## src/rtl/cbrs_pkg.sv

```systemverilog
// Package: constants and types for the core/bus ratio strap capture block.
package cbrs_pkg;

    // Strap vector order: {local_irq1, local_irq0, ignore_numeric_error,
    // addr_bit20_mask}.
    localparam int STRAP_W = 4;
    localparam int EBL_W = 5;

    // Decoded ratio codes as seen in the power-up register field.
    localparam logic [EBL_W-1:0] EBL_SAFE_LLLL = 5'h03;
    localparam logic [EBL_W-1:0] EBL_R7 = 5'h09;
    localparam logic [EBL_W-1:0] EBL_R9 = 5'h10;
    localparam logic [EBL_W-1:0] EBL_SAFE_HHHH = 5'h0c;
    localparam logic [EBL_W-1:0] EBL_RESET = 5'h03;

    // Strap patterns.
    localparam logic [STRAP_W-1:0] STRAP_LLLL = 4'h0;
    localparam logic [STRAP_W-1:0] STRAP_HLHL = 4'ha;
    localparam logic [STRAP_W-1:0] STRAP_HHHH = 4'hf;

    // Core multiplier values.
    localparam logic [3:0] MULT_SAFE = 4'h4;
    localparam logic [3:0] MULT_7 = 4'h7;
    localparam logic [3:0] MULT_9 = 4'h9;
    localparam logic [3:0] MULT_RESET = 4'h4;

    // Phase-lock settle time and its count at 100 MHz.
    localparam int CLK_MHZ = 100;
    localparam int LOCK_TIME_US = 10;
    localparam int LOCK_CYCLES = LOCK_TIME_US * CLK_MHZ;
    localparam int LOCK_CNT_W = 11;

    typedef enum logic [2:0] {
        CBRS_IDLE = 3'b001,
        CBRS_SAMPLE = 3'b010,
        CBRS_RUN = 3'b100
    } cbrs_state_e;

endpackage

```

## src/rtl/cbrs_lock_if.sv

```systemverilog
// Interface: lock request and status between capture and lock tracker.
`timescale 1ns/1ps
interface cbrs_lock_if;
    logic start;
    logic locked;
    modport ctrl (output start, input locked);
    modport pll (input start, output locked);
endinterface

```

## src/rtl/cbrs_lock_tracker.sv

```systemverilog
// Module: lock-time tracker that models the multiplier settling.
`timescale 1ns/1ps
module cbrs_lock_tracker
    import cbrs_pkg::*;
(
    // Clock and reset.
    input wire logic i_sys_clk,
    input wire logic i_rstn,
    input wire logic i_ce,
    // Lock handshake.
    cbrs_lock_if.pll lk
);
    logic [LOCK_CNT_W-1:0] cnt;
    logic locked;

    assign lk.locked = locked;

    // Restarts on every start so a fresh reset always relocks.
    always_ff @(posedge i_sys_clk or negedge i_rstn) begin
        if (!i_rstn) begin
            cnt <= '0;
            locked <= 1'b0;
        end else if (i_ce) begin
            if (lk.start) begin
                cnt <= '0;
                locked <= 1'b0;
            end else if (!locked) begin
                if (cnt == LOCK_CNT_W'(LOCK_CYCLES - 1)) begin
                    locked <= 1'b1;
                end else begin
                    cnt <= cnt + 1'b1;
                end
            end
        end
    end

    property p_lock_time;
        @(posedge i_sys_clk) disable iff (!i_rstn)
        $fell(locked) |-> !locked [*8];
    endproperty
    a_lock_time: assert property (p_lock_time)
        else $error("lock rose too soon after restart");
endmodule

```

## src/rtl/cbrs_strap_capture.sv

```systemverilog
// Module: core/bus ratio strap sampling, latching and ratio decode.
`timescale 1ns/1ps
module cbrs_strap_capture
    import cbrs_pkg::*;
(
    // Clock, reset and enable.
    input wire logic i_sys_clk,
    input wire logic i_rstn,
    input wire logic i_ce,
    // Device reset pin, active low, synchronous to the bus clock.
    input wire logic i_dev_reset_n,
    // Speed grade strap: high selects the fixed 9:1 grade.
    input wire logic i_fixed_grade,
    // Shared ratio pins.
    input wire logic i_addr_bit20_mask_pin,
    input wire logic i_ignore_numeric_error_pin,
    input wire logic i_local_irq0_pin,
    input wire logic i_local_irq1_pin,
    // Ratio results.
    output logic [3:0] o_core_mult,
    output logic [cbrs_pkg::EBL_W-1:0] o_ratio_code,
    output logic o_ratio_valid,
    output logic o_ratio_unsupported,
    output logic o_pins_functional,
    output logic o_pll_locked
);
    import cbrs_pkg::*;

    cbrs_state_e state;
    cbrs_state_e next_state;
    logic [STRAP_W-1:0] pins;
    logic [STRAP_W-1:0] sampled;
    logic reset_d;
    logic fixed_grade;
    cbrs_lock_if lk ();

    assign pins = {i_local_irq1_pin, i_local_irq0_pin,
                   i_ignore_numeric_error_pin, i_addr_bit20_mask_pin};

    function automatic logic [3:0] decode_mult(input logic fixed,
                                               input logic [3:0] s);
        if (fixed) begin
            decode_mult = MULT_9;
        end else if (s == STRAP_HLHL) begin
            decode_mult = MULT_7;
        end else begin
            decode_mult = MULT_SAFE;
        end
    endfunction

    function automatic logic [EBL_W-1:0] decode_code(input logic fixed,
                                                     input logic [3:0] s);
        if (fixed) begin
            decode_code = EBL_R9;
        end else if (s == STRAP_HLHL) begin
            decode_code = EBL_R7;
        end else if (s == STRAP_HHHH) begin
            decode_code = EBL_SAFE_HHHH;
        end else begin
            decode_code = EBL_SAFE_LLLL;
        end
    endfunction

    // Outside the fixed grade, unlisted patterns fall back to the safe ratio but are flagged.
    function automatic logic is_unsupported(input logic fixed,
                                            input logic [3:0] s);
        is_unsupported = !fixed && (s != STRAP_LLLL) &&
                         (s != STRAP_HHHH) && (s != STRAP_HLHL);
    endfunction

    cbrs_lock_tracker u_lock (
        .i_sys_clk(i_sys_clk),
        .i_rstn(i_rstn),
        .i_ce(i_ce),
        .lk(lk.pll)
    );

    // Lock restarts on the inactive-to-active edge of the reset pin.
    assign lk.start = reset_d && !i_dev_reset_n;
    assign o_pll_locked = lk.locked;

    always_ff @(posedge i_sys_clk or negedge i_rstn) begin
        if (!i_rstn) begin
            reset_d <= 1'b1;
        end else if (i_ce) begin
            reset_d <= i_dev_reset_n;
        end
    end

    always_comb begin
        next_state = state;
        case (state)
            CBRS_IDLE: begin
                if (!i_dev_reset_n) begin
                    next_state = CBRS_SAMPLE;
                end
            end
            CBRS_SAMPLE: begin
                if (i_dev_reset_n) begin
                    next_state = CBRS_RUN;
                end
            end
            CBRS_RUN: begin
                if (!i_dev_reset_n) begin
                    next_state = CBRS_SAMPLE;
                end
            end
            default: next_state = CBRS_IDLE;
        endcase
    end

    always_ff @(posedge i_sys_clk or negedge i_rstn) begin
        if (!i_rstn) begin
            state <= CBRS_IDLE;
        end else if (i_ce) begin
            state <= next_state;
        end
    end

    // Track the straps every cycle of reset so the last level before
    // release wins; the long setup keeps that level settled.
    always_ff @(posedge i_sys_clk or negedge i_rstn) begin
        if (!i_rstn) begin
            sampled <= STRAP_LLLL;
            fixed_grade <= 1'b0;
        end else if (i_ce && !i_dev_reset_n) begin
            sampled <= pins;
            fixed_grade <= i_fixed_grade;
        end
    end

    // Ratio fields update only on release and then hold, while valid and
    // functional clear during reset; pin traffic after release cannot disturb them.
    always_ff @(posedge i_sys_clk or negedge i_rstn) begin
        if (!i_rstn) begin
            o_core_mult <= MULT_RESET;
            o_ratio_code <= EBL_RESET;
            o_ratio_valid <= 1'b0;
            o_ratio_unsupported <= 1'b0;
            o_pins_functional <= 1'b0;
        end else if (i_ce) begin
            if (!i_dev_reset_n) begin
                o_ratio_valid <= 1'b0;
                o_pins_functional <= 1'b0;
            end else if (state == CBRS_SAMPLE) begin
                o_core_mult <= decode_mult(fixed_grade, sampled);
                o_ratio_code <= decode_code(fixed_grade, sampled);
                o_ratio_unsupported <= is_unsupported(fixed_grade,
                                                      sampled);
                o_ratio_valid <= 1'b1;
                o_pins_functional <= 1'b1;
            end
        end
    end

    property p_hold_latched;
        @(posedge i_sys_clk) disable iff (!i_rstn)
        (o_ratio_valid && i_dev_reset_n && $past(o_ratio_valid))
        |-> $stable(o_core_mult) && $stable(o_ratio_code);
    endproperty
    a_hold_latched: assert property (p_hold_latched)
        else $error("latched ratio changed while out of reset");

    property p_fixed_nine;
        @(posedge i_sys_clk) disable iff (!i_rstn)
        (i_ce && state == CBRS_SAMPLE && i_dev_reset_n && fixed_grade)
        |=> o_core_mult == MULT_9;
    endproperty
    a_fixed_nine: assert property (p_fixed_nine)
        else $error("fixed grade did not run at nine");

    property p_seven;
        @(posedge i_sys_clk) disable iff (!i_rstn)
        (i_ce && state == CBRS_SAMPLE && i_dev_reset_n && !fixed_grade
         && sampled == STRAP_HLHL)
        |=> o_core_mult == MULT_7 && o_ratio_code == EBL_R7;
    endproperty
    a_seven: assert property (p_seven)
        else $error("HLHL straps did not give seven");

    property p_safe;
        @(posedge i_sys_clk) disable iff (!i_rstn)
        (i_ce && state == CBRS_SAMPLE && i_dev_reset_n && !fixed_grade
         && (sampled == STRAP_LLLL || sampled == STRAP_HHHH))
        |=> o_core_mult == MULT_SAFE;
    endproperty
    a_safe: assert property (p_safe)
        else $error("safe straps did not give four");

    property p_sample;
        @(posedge i_sys_clk) disable iff (!i_rstn)
        (i_ce && !i_dev_reset_n) |=> sampled == $past(pins);
    endproperty
    a_sample: assert property (p_sample)
        else $error("straps not sampled during reset");

    property p_release;
        @(posedge i_sys_clk) disable iff (!i_rstn)
        (i_ce && state == CBRS_SAMPLE && i_dev_reset_n)
        |=> o_ratio_valid && o_pins_functional;
    endproperty
    a_release: assert property (p_release)
        else $error("ratio not latched at release");

    property p_lock_start;
        @(posedge i_sys_clk) disable iff (!i_rstn)
        (i_ce && reset_d && !i_dev_reset_n) |=> !lk.locked;
    endproperty
    a_lock_start: assert property (p_lock_start)
        else $error("lock did not restart on reset");

    property p_reset_clears;
        @(posedge i_sys_clk) disable iff (!i_rstn)
        (i_ce && !i_dev_reset_n) |=> !o_ratio_valid && !o_pins_functional;
    endproperty
    a_reset_clears: assert property (p_reset_clears)
        else $error("ratio still valid during reset");
endmodule

```

## config.mk

```make
export PLATFORM = sky130hd
export DESIGN_NAME = cbrs_strap_capture
export DESIGN_NICKNAME = d
export VERILOG_FILES = /design/src/rtl/cbrs_pkg.sv /design/src/rtl/cbrs_lock_if.sv /design/src/rtl/cbrs_lock_tracker.sv /design/src/rtl/cbrs_strap_capture.sv
export SDC_FILE = /design/constraint.sdc
export NUM_CORES = 1
export LEC_CHECK = 0
export ABC_AREA = 1
export BUFFER_PORTS_ARGS = -buffer_cell sky130_fd_sc_hd__buf_2
export CAP_MARGIN = 20
export CORE_MARGIN = 2
export CORE_UTILIZATION = 51
export CTS_CLUSTER_SIZE = 24
export DETAILED_ROUTE_END_ITERATION = 6
export PLACE_DENSITY_LB_ADDON = 0.12
export SETUP_SLACK_MARGIN = 0.1
export SYNTH_ARGS = -nofsm -noshare
export SYNTH_HDL_FRONTEND = slang
export SYNTH_SLANG_ARGS = --single-unit
export TNS_END_PERCENT = 50
```

## constraint.sdc

```tcl
create_clock -name i_sys_clk -period 4.1 [get_ports i_sys_clk]
set_input_delay 0.205 -clock i_sys_clk [delete_from_list [all_inputs] [get_ports i_sys_clk]]
set_output_delay 0.205 -clock i_sys_clk [all_outputs]
set_load 0.01 [all_outputs]
```

==> results.cfg, run 1 <==
[floorplanning]
die_height_um = 59.2
io_pins = 22
die_area_um2 = 3510
initial_utilization_pct = 52.2
std_cell_rows = 20
die_w_um = 59.2
core_region_area_um2 = 2980

[logic_synthesis]
synthTopCellsByArea = dfrtp_1, nand2_1, dfstp_2
syn-num-nets = 206
ys_seq_area_share_pct = 50.3
syn_inst = 196
ys_warn_count = 0
synth_top_area_cell = dfrtp_1
yosysUniqueCellTypes = 25
mean_syn_cell_area_um2 = 7.93
synth_top_area_share_pct = 41.8
synth_area_um2 = 1560
synth_seq_cells = 31

[timing]
rsz0062_at_grt = no
timing_worst_slew_pin_value_ns = 0.652
totalNegativeSetupSlack_ns = 0
maxSlewViolCount = 0
layout_min_cycle_time_ns = 1.83
maxClockFrequency_ghz = 0.548
slew_headroom_pct = 56.5
fin_worst_skew_ns = 0.0141
setup_viol = 0
fraction_of_the_cycle_the_final_worst_path_needs_pct = 44.5
hold_viol_final = 0

[clocking]
post-cts-setup-buffers = 0
cts-hold-fix-buffers = 1
clk_pin_slew_ns = 0.09
cts_buffer_depth = 2
cts_max_level = 2
cts-buffers-inserted = 5
cts_tree = yes
post_cts.resized_instances = 0
cts.root.buffer_cell = clkbuf_4
clk-insertion-delay-late_ns = 0.34
cts.sinks = 31

[setup_path]
critPathCapture = o_core_mult[1]
gate_family_responsible_for_the_most_delay_along_the_worst_path = simple AND/OR/NAND/NOR gates
crit_required_ns = 4.35
crit_path_max_fanout = 11
nature_of_the_critical_path_startpoint = register
critPathMaxStageDelay_ns = 0.42
worst_r2r_endpoint = o_core_mult[1]
worst_path_cell_with_the_longest_stage_delay = nor2_1
worstSetupEndpointType = register
cells_along_the_critical_path = nor2_1 > nand4_1 > nor2_1 > inv_1 > o21ai_0
depth_of_the_worst_register_to_register_path = 5
cp-startpoint = state[2]
slack_of_the_worst_reg_to_reg_path_ns = 2.27
rr_startpoint = state[2]
crit_type = reg2reg
path_buf_inv = 1
timing.critical_path.mode_cell = nor2_1
worst-path-stages = 5
critical_path_arrival_ns = 2.07

[route]
routed_wire_length_per_instance_um = 11.9
totalWireLength_um = 3000
drt_pre_antenna_iters = 4
drt-vias-per-instance = 5.18
remaining_drc_errors = 0
detailedRoute.firstIterationViolations = 73
postRouteAntennaNets = 0
routed-via-count = 1299

[hold_path]
worstHoldStart = i_fixed_grade
holdCritPathClass = in2reg

[layout]
area_growth_pct = 12.0
multi_input_comb_area_um2 = 638
nFillCells = 280
post_route_cells_drive_above_1_share_pct = 18.3
diodes = 0
final_nets = 227
final-seq-area_um2 = 782
fin_util_pct = 58.5

[place]
place_congestion = 0.887
post_dp_hpwl_um = 2150
io_buffers = 21

[global_routing]
gr-total-overflow = 0
gr-usage-all-layers_pct = 20.5
first_global_vias = 1225
global_route_wire_length_before_repair_um = 5310
maximum_number_of_pins_on_one_net_before_global_route_repair = 32
number_of_antenna_violations_at_the_first_check_in_global_routing = 0

[pwr]
power.ir.vdd_worst_uv = 333
cellLeakagePower_nw = 0.890
pwr_density_cell_nw_per_um2 = 535

[flow_run]
cap_viol_max_count = 0

[run_status]
status = complete, no violations
-- cell usage in the layout (no fill, tap or decap) --
| master | synthesis | layout |
|---|---|---|
| a22o_1 | 2 | 2 |
| nand2_1 | 63 | 63 |
| bufinv_16 | 0 | 1 |
| o21ai_2 | 1 | 1 |
| o21ai_1 | 3 | 3 |
| clkbuf_4 | 0 | 5 |
| dlygate4sd3_1 | 0 | 1 |
| nor2_4 | 1 | 1 |
| nand2_2 | 1 | 1 |
| a21oi_1 | 3 | 3 |
| inv_1 | 21 | 21 |
| nand3_1 | 12 | 12 |
| clkinv_2 | 0 | 1 |
| buf_2 | 3 | 21 |
| dfrtp_1 | 26 | 26 |
| o21ai_0 | 18 | 18 |
| clkbuf_8 | 0 | 1 |
| dfstp_2 | 5 | 5 |
| nand3_2 | 1 | 1 |
| a2bb2oi_1 | 1 | 1 |
| nor3_2 | 1 | 1 |
| nor2_1 | 18 | 18 |
| o21a_1 | 4 | 4 |
| or2_2 | 1 | 1 |
| ha_1 | 1 | 1 |
| nand4_1 | 4 | 4 |
| a21o_1 | 1 | 1 |
-- stage by stage --
| stage | instance area, um2 | hold WS, ns | total power [mW] | setup slack (ns) | std cells |
|---|---|---|---|---|---|
| after global routing | 1740 | 0.0661 | 1.00 | 2.08 | 251 |
| final | 1740 | 0.0739 | 0.931 | 2.27 | 251 |
| after global placement | 1650 | 0.283 | 0.677 | 2.35 | 242 |
| after detailed placement | 1650 | 0.286 | 0.687 | 2.30 | 242 |
| after CTS | 1740 | 0.0637 | 0.942 | 2.28 | 251 |
| after floorplan | 1560 | -0.0906 | 0.614 | 2.78 | 196 |
-- state kept, by name (all words and copies together), names as in the netlist --
| register | cells |
|---|---|
| fixed_grade | 1 |
| sampled | 4 |
| u_lock.cnt | 11 |
| o_pins_functional | 1 |
| o_ratio_unsupported | 1 |
| o_core_mult | 4 |
| o_ratio_code | 4 |
| u_lock.lk.locked | 1 |
| reset_d | 1 |
| state | 3 |
-- worst min-delay path, delay by kind of cell --
| kind | cells | cell delay, ns |
|---|---|---|
| AND/OR/NAND/NOR | 2 | 0.09 |
| buffers and inverters | 1 | 0.07 |
-- layer usage --
layer | part of all wire [%] | wire [um] | up-vias | GRT usage (%)
met3 | 4.6 | 138 | 5 | 5.90
met2 | 48 | 1450 | 32 | 32.8
li1 | - | - | 669 | -
met4 | 1.7 | 51 | 0 | 8.77
met5 | 0 | 0 | - | 0
met1 | 45 | 1360 | 593 | 25.7
-- cells in the mapped netlist, drive strengths merged --
master / instances
nand2: 64
dfrtp: 26
o21ai: 22
inv: 21
nor2: 19
nand3: 13
buf: 7
dfstp: 5
nand4: 4
o21a: 4
a21oi: 3
a22o: 2
a21o: 1
a2bb2oi: 1
clkbuf: 1
ha: 1
nor3: 1
or2: 1
-- cells by family (layout without fill, tap and decap cells) --
family,count (synthesis),in the layout,synth area share [%]
fa+ha+maj,1,1,0.804
simple gates,102,102,27.8
flops,31,31,50.3
buf+inv,29,51,8.69
compound gates,33,33,12.4
-- power by group --
group / internal (mW) / leakage [nW] / switching, mW
clock network: 0.144 / 0.0482 / 0.107
registers: 0.393 / 0.393 / 0.0536
logic: 0.0981 / 0.449 / 0.135
-- worst min-delay path by stage --
stage	end	slack [ns]	cells after the start
finish	fixed_grade	0.07	3
floorplan	fixed_grade	-0.09	0
CTS	fixed_grade	0.06	3
global placement	u_lock.cnt[10]	0.28	1
global route	fixed_grade	0.07	3
detailed placement	u_lock.cnt[10]	0.29	1
-- final cells by class --
cell class,instances,share of cell area (%)
inverter,21,4.53
sequential,31,44.9
tap,33,2.37
timing repair buffer,22,6.61
clock inverter,2,2.01
clock buffer,6,2.95
multi-input combinational,136,36.6
No activity file was read; power rests on OpenSTA's default activity.
==> inputs of run 2 (changes only) <==
==> constraint.sdc (replaced) <==
create_clock -name i_sys_clk -period 1.7 [get_ports i_sys_clk]
set_input_delay 0.085 -clock i_sys_clk [delete_from_list [all_inputs] [get_ports i_sys_clk]]
set_output_delay 0.085 -clock i_sys_clk [all_outputs]
set_load 0.01 [all_outputs]
==> results.cfg, run 2 (synthesized netlist as in run 1, its figures left out) <==
[setup_path]
gate_family_responsible_for_the_most_delay_along_the_worst_path = simple AND/OR/NAND/NOR gates
critical_path_arrival_ns = 1.81
worst_path_cell_with_the_longest_stage_delay = dfrtp_1
worst_r2r_endpoint = u_lock.cnt[9]
worstSetupEndpointType = register
timing.critical_path.mode_cell = nand2_1
crit_type = reg2reg
depth_of_the_worst_register_to_register_path = 8
crit_path_max_fanout = 5
critPathMaxStageDelay_ns = 0.42
nature_of_the_critical_path_startpoint = register
rr_startpoint = u_lock.cnt[0]
crit_required_ns = 1.93
slack_of_the_worst_reg_to_reg_path_ns = 0.12
cells_along_the_critical_path = ha_1 > nand2_2 > inv_1 > nand4_1 > buf_4 > nand3_2 > nand2_1 > nand2_1
path_buf_inv = 2

[timing]
setup_viol = 0
rsz0062_at_grt = no
layout_min_cycle_time_ns = 1.58
hold_viol_final = 0
fin_worst_skew_ns = 0.00879
final.setup.worst_slack_ns = 0.121
timing_worst_slew_pin_value_ns = 0.686
fraction_of_the_cycle_the_final_worst_path_needs_pct = 92.9
maxSlewViolCount = 0
slew_headroom_pct = 54.3
maxClockFrequency_ghz = 0.633
totalNegativeSetupSlack_ns = 0

[place]
place_congestion = 0.837
pre_cts_ws_ns = 0.0709
placed_cells = 244
post_dp_hpwl_um = 2160
io_buffers = 21

[route]
postRouteAntennaNets = 0
drt_pre_antenna_iters = 5
routed-via-count = 1410
drt-vias-per-instance = 5.32
totalWireLength_um = 3400
remaining_drc_errors = 0
routed_wire_length_per_instance_um = 12.8
detailedRoute.firstIterationViolations = 111

[flow_run]
cap_viol_max_count = 0

[global_routing]
gr-usage-all-layers_pct = 21.4
maximum_number_of_pins_on_one_net_before_global_route_repair = 32
first_global_vias = 1359
gr-total-overflow = 0
number_of_antenna_violations_at_the_first_check_in_global_routing = 0
global_route_wire_length_before_repair_um = 5620

[floorplanning]
initial_utilization_pct = 52.2
die_w_um = 59.2
die_area_um2 = 3510
core_region_area_um2 = 2980
std_cell_rows = 20
die_height_um = 59.2
io_pins = 22

[clocking]
cts-buffers-inserted = 5
cts.root.buffer_cell = clkbuf_4
clk_pin_slew_ns = 0.11
cts_buffer_depth = 2
cts.sinks = 31
cts_max_level = 2
clk-insertion-delay-late_ns = 0.33
cts_tree = yes

[hold_path]
worstHoldStart = i_ce
holdPathStages = 3
worstHoldEndpoint = reset_d
holdCritPathClass = in2reg

[layout]
largest_register_by_flop_count = u_lock.cnt
stdcell_count = 265
area_growth_pct = 19.8
diodes = 0
final_nets = 241
layout_commonest_cell = nand2_1
fin_util_pct = 62.6
post_route_cells_drive_above_1_share_pct = 22.0
final_cell_mix = nand2_1, dfrtp_1, inv_1, buf_2, nor2_1
largest_register_ff_count = 11

[pwr]
pwr_density_cell_nw_per_um2 = 1140
cellLeakagePower_nw = 0.931
power.ir.vdd_worst_uv = 737

[run_status]
status = complete, no violations
run 2: changes by cell type in the layout (fill, tap and decap cells not counted), moves of 2 or more:
cell and delta:
dlygate4sd3_1 +6, buf_4 +5, o21ai_0 -4, o21ai_1 +4
clkinvlp_4 +2, nand2_1 -2, nand2_2 +2, nand3_4 +2
run 2: through the flow:
stage / instance area, um2 / hold slack (ns) / total power, mW
global route: 1860 / 0.118 / 2.30
global placement: 1660 / 0.155 / 1.63
finish: 1860 / 0.115 / 2.12
floorplan: 1560 / -0.211 / 1.48
CTS: 1800 / 0.0337 / 2.11
detailed placement: 1660 / 0.166 / 1.66
run 2: report_power, final:
group          internal, mW  leakage, nW  switching, mW
Clock                 0.158       0.0272          0.267
Combinational         0.270        0.511          0.354
Sequential            0.948        0.393          0.127
run 2: repair_timing:
action,in CTS,in global routing
setup buffers,0,3
pin swaps,0,2
hold buffers,7,0
resized for setup,1,8
setup endpoints to repair,7,12
cloned,0,3
hold endpoints to repair,32,0
run 2: routing by layer:
layer / track usage, % / share of wire [%] / vias to the layer above
met5: 0 / 0 / -
met4: 10.7 / 1.8 / 0
met3: 6.11 / 4.9 / 9
met2: 35.5 / 51 / 38
met1: 25.1 / 42 / 657
li1: - / - / 706
run 2: tightest hold or removal path, stage by stage:
cell	delay, ns
buf_2	0.19
nand2_1	0.12
nand2_1	0.06
run 2: worst max-delay path by stage:
stage                       start       endpoint  cells past startpoint
floorplan           u_lock.cnt[0]  u_lock.cnt[4]                      8
global placement    u_lock.cnt[0]  u_lock.cnt[6]                      7
detailed placement  u_lock.cnt[0]  u_lock.cnt[5]                      6
CTS                 u_lock.cnt[0]  u_lock.cnt[5]                      6
global route        u_lock.cnt[0]  u_lock.cnt[9]                      8
finish              u_lock.cnt[0]  u_lock.cnt[9]                      8
run 2: area by class of cell:
| type | instances | area (um2) |
|---|---|---|
| flip-flops and latches | 31 | 782 |
| multi-input cells | 139 | 691 |
| clock inverters | 3 | 20.0 |
| well taps | 33 | 41.3 |
| clock buffers | 5 | 37.5 |
| inverters | 21 | 78.8 |
| repair buffers | 33 | 213 |
| fillers | 271 | 1110 |
==> inputs of run 3 (changes only) <==
--- a/config.mk
+++ b/config.mk
@@ -8,8 +8,10 @@
 export ABC_AREA = 1
 export BUFFER_PORTS_ARGS = -buffer_cell sky130_fd_sc_hd__buf_2
 export CAP_MARGIN = 20
+export CELL_PAD_IN_SITES_DETAIL_PLACEMENT = 0
+export CELL_PAD_IN_SITES_GLOBAL_PLACEMENT = 2
 export CORE_MARGIN = 2
-export CORE_UTILIZATION = 51
+export CORE_UTILIZATION = 33
 export CTS_CLUSTER_SIZE = 24
 export DETAILED_ROUTE_END_ITERATION = 6
 export PLACE_DENSITY_LB_ADDON = 0.12
==> results.cfg, run 3 (synthesized netlist as in run 1, its figures left out) <==
[layout]
largest_register_by_flop_count = u_lock.cnt
layout_commonest_cell = nand2_1
final-seq-area_um2 = 782
nFillCells = 480
post_route_cells_drive_above_1_share_pct = 20.6
final_cell_mix = nand2_1, dfrtp_1, inv_1, buf_2, o21ai_0
final_nets = 232
diodes = 0
layout.cell_area.non_filler_um2 = 1830
area_growth_pct = 17.4
largest_register_ff_count = 11
multi_input_comb_area_um2 = 643

[timing]
totalNegativeSetupSlack_ns = 0
rsz0062_at_grt = yes
setup_viol = 0
fraction_of_the_cycle_the_final_worst_path_needs_pct = 84.8
maxClockFrequency_ghz = 0.694
slew_headroom_pct = 51.9
hold_viol_final = 0
layout_min_cycle_time_ns = 1.44
timing_worst_slew_pin_value_ns = 0.721
maxSlewViolCount = 0
fin_worst_skew_ns = 0.00459

[clocking]
cts.sinks = 31
post-cts-setup-buffers = 0
clk-insertion-delay-late_ns = 0.27
clk_pin_slew_ns = 0.06
cts-buffers-inserted = 5
cts_tree = yes
cts_buffer_depth = 2
cts_max_level = 2
cts.root.buffer_cell = clkbuf_8

[floorplanning]
std_cell_rows = 24
die_height_um = 72.7
core_region_area_um2 = 4440
io_pins = 22
initial_utilization_pct = 35.0
die_w_um = 72.7
die_area_um2 = 5280

[global_routing]
maximum_number_of_pins_on_one_net_before_global_route_repair = 32
first_global_vias = 1253
gr-total-overflow = 0
number_of_antenna_violations_at_the_first_check_in_global_routing = 0
gr-usage-all-layers_pct = 14.1
global_route_wire_length_before_repair_um = 5710

[route]
routed-via-count = 1294
drt_pre_antenna_iters = 4
totalWireLength_um = 3320
routed_wire_length_per_instance_um = 12.1
postRouteAntennaNets = 0
detailedRoute.firstIterationViolations = 44
drt-vias-per-instance = 4.71
remaining_drc_errors = 0

[setup_path]
depth_of_the_worst_register_to_register_path = 8
cp-startpoint = u_lock.cnt[0]
crit_required_ns = 1.85
critPathCapture = u_lock.cnt[4]
critical_path_arrival_ns = 1.59
nature_of_the_critical_path_startpoint = register
rr_startpoint = u_lock.cnt[0]
worst_r2r_endpoint = u_lock.cnt[4]
crit_type = reg2reg
worstSetupEndpointType = register
crit_path_max_fanout = 20
slack_of_the_worst_reg_to_reg_path_ns = 0.26

[pwr]
power_frac_clock_pct = 25.9
combPwrFrac_pct = 26.0
power.ir.vdd_worst_uv = 568
netSwitchingPower_mw = 0.710
pwr_density_cell_nw_per_um2 = 1230
p_sw_share_pct = 31.7
cellLeakagePower_nw = 0.919
intPower_mw = 1.53
p_seq_share_pct = 48.1

[hold_path]
worstHoldStart = i_local_irq1_pin
holdCritPathClass = in2reg

[place]
placedInstanceArea_um2 = 1720
place_congestion = 0.730
io_buffers = 21
post_dp_hpwl_um = 2460

[flow_run]
cap_viol_max_count = 0

[run_status]
status = complete, no violations
==> run 3: cell types whose count changed in the layout (fill, tap and decap cells not counted), sizes merged <==
cell,change
dlygate4sd3,-6
nand3,-3
clkbuf,+2
clkinvlp,-2
==> run 3: repair_timing <==
item,in CTS,in global routing
endpoints found under the setup margin,0,5
endpoints found under the hold margin,26,0
gates resized for setup,0,2
hold buffers,1,0
==> run 3: layout make-up <==
class / count / area share, %
repair buffers: 27 / 9.05
well taps: 52 / 3.56
flip-flops and latches: 31 / 42.8
clock buffers: 7 / 4.73
multi-input cells: 136 / 35.2
clock inverters: 1 / 0.274
inverters: 21 / 4.32
==> run 3: metrics by stage <==
step / cells / hold WS [ns] / setup slack (ns) / power, mW / utilization (%)
after floorplan: 196 / -0.211 / 0.379 / 1.48 / -
after global placement: 266 / 0.177 / 0.288 / 1.66 / 38.7
after detailed placement: 266 / 0.189 / 0.221 / 1.68 / 38.7
after CTS: 275 / 0.00956 / 0.213 / 2.28 / 41.0
after global routing: 275 / 0.0131 / 0.0897 / 2.42 / 41.1
final: 275 / 0.0191 / 0.259 / 2.24 / 41.1
==> run 3: worst min-delay path by stage <==
stage	to	slack, ns	depth (start not counted)
2_1_floorplan	fixed_grade	-0.21	0
3_3_place_gp	u_lock.cnt[6]	0.18	1
3_5_place_dp	u_lock.cnt[6]	0.19	1
4_1_cts	sampled[0]	0.01	3
5_1_grt	fixed_grade	0.01	3
6_report	sampled[3]	0.02	3
==> run 3: layer usage <==
metal  track usage, %  vias up  routed length (um)
met2             22.3       22                1490
li1                 -      674                   -
met3             3.31        2                 117
met4             5.56        0                  27
met1             18.7      596                1680
met5                0        -                   0
==> run 3: critical path, stage by stage (launching register included) <==
cell	delay [ns]
dfrtp_1	0.41
ha_1	0.23
nand2_2	0.11
inv_1	0.07
nand4_1	0.10
nand3_2	0.10
buf_12	0.17
nand2_1	0.05
o21ai_0	0.08
==> run 3: power by group through the flow <==
| stage | sequential [mW] | clock (mW) | combinational [mW] |
|---|---|---|---|
| 2_1_floorplan | 1.12 | 0 | 0.363 |
| 3_3_place_gp | 1.08 | 0 | 0.584 |
| 3_5_place_dp | 1.09 | 0 | 0.590 |
| 4_1_cts | 1.08 | 0.608 | 0.593 |
| 5_1_grt | 1.11 | 0.644 | 0.665 |
| 6_report | 1.08 | 0.582 | 0.582 |
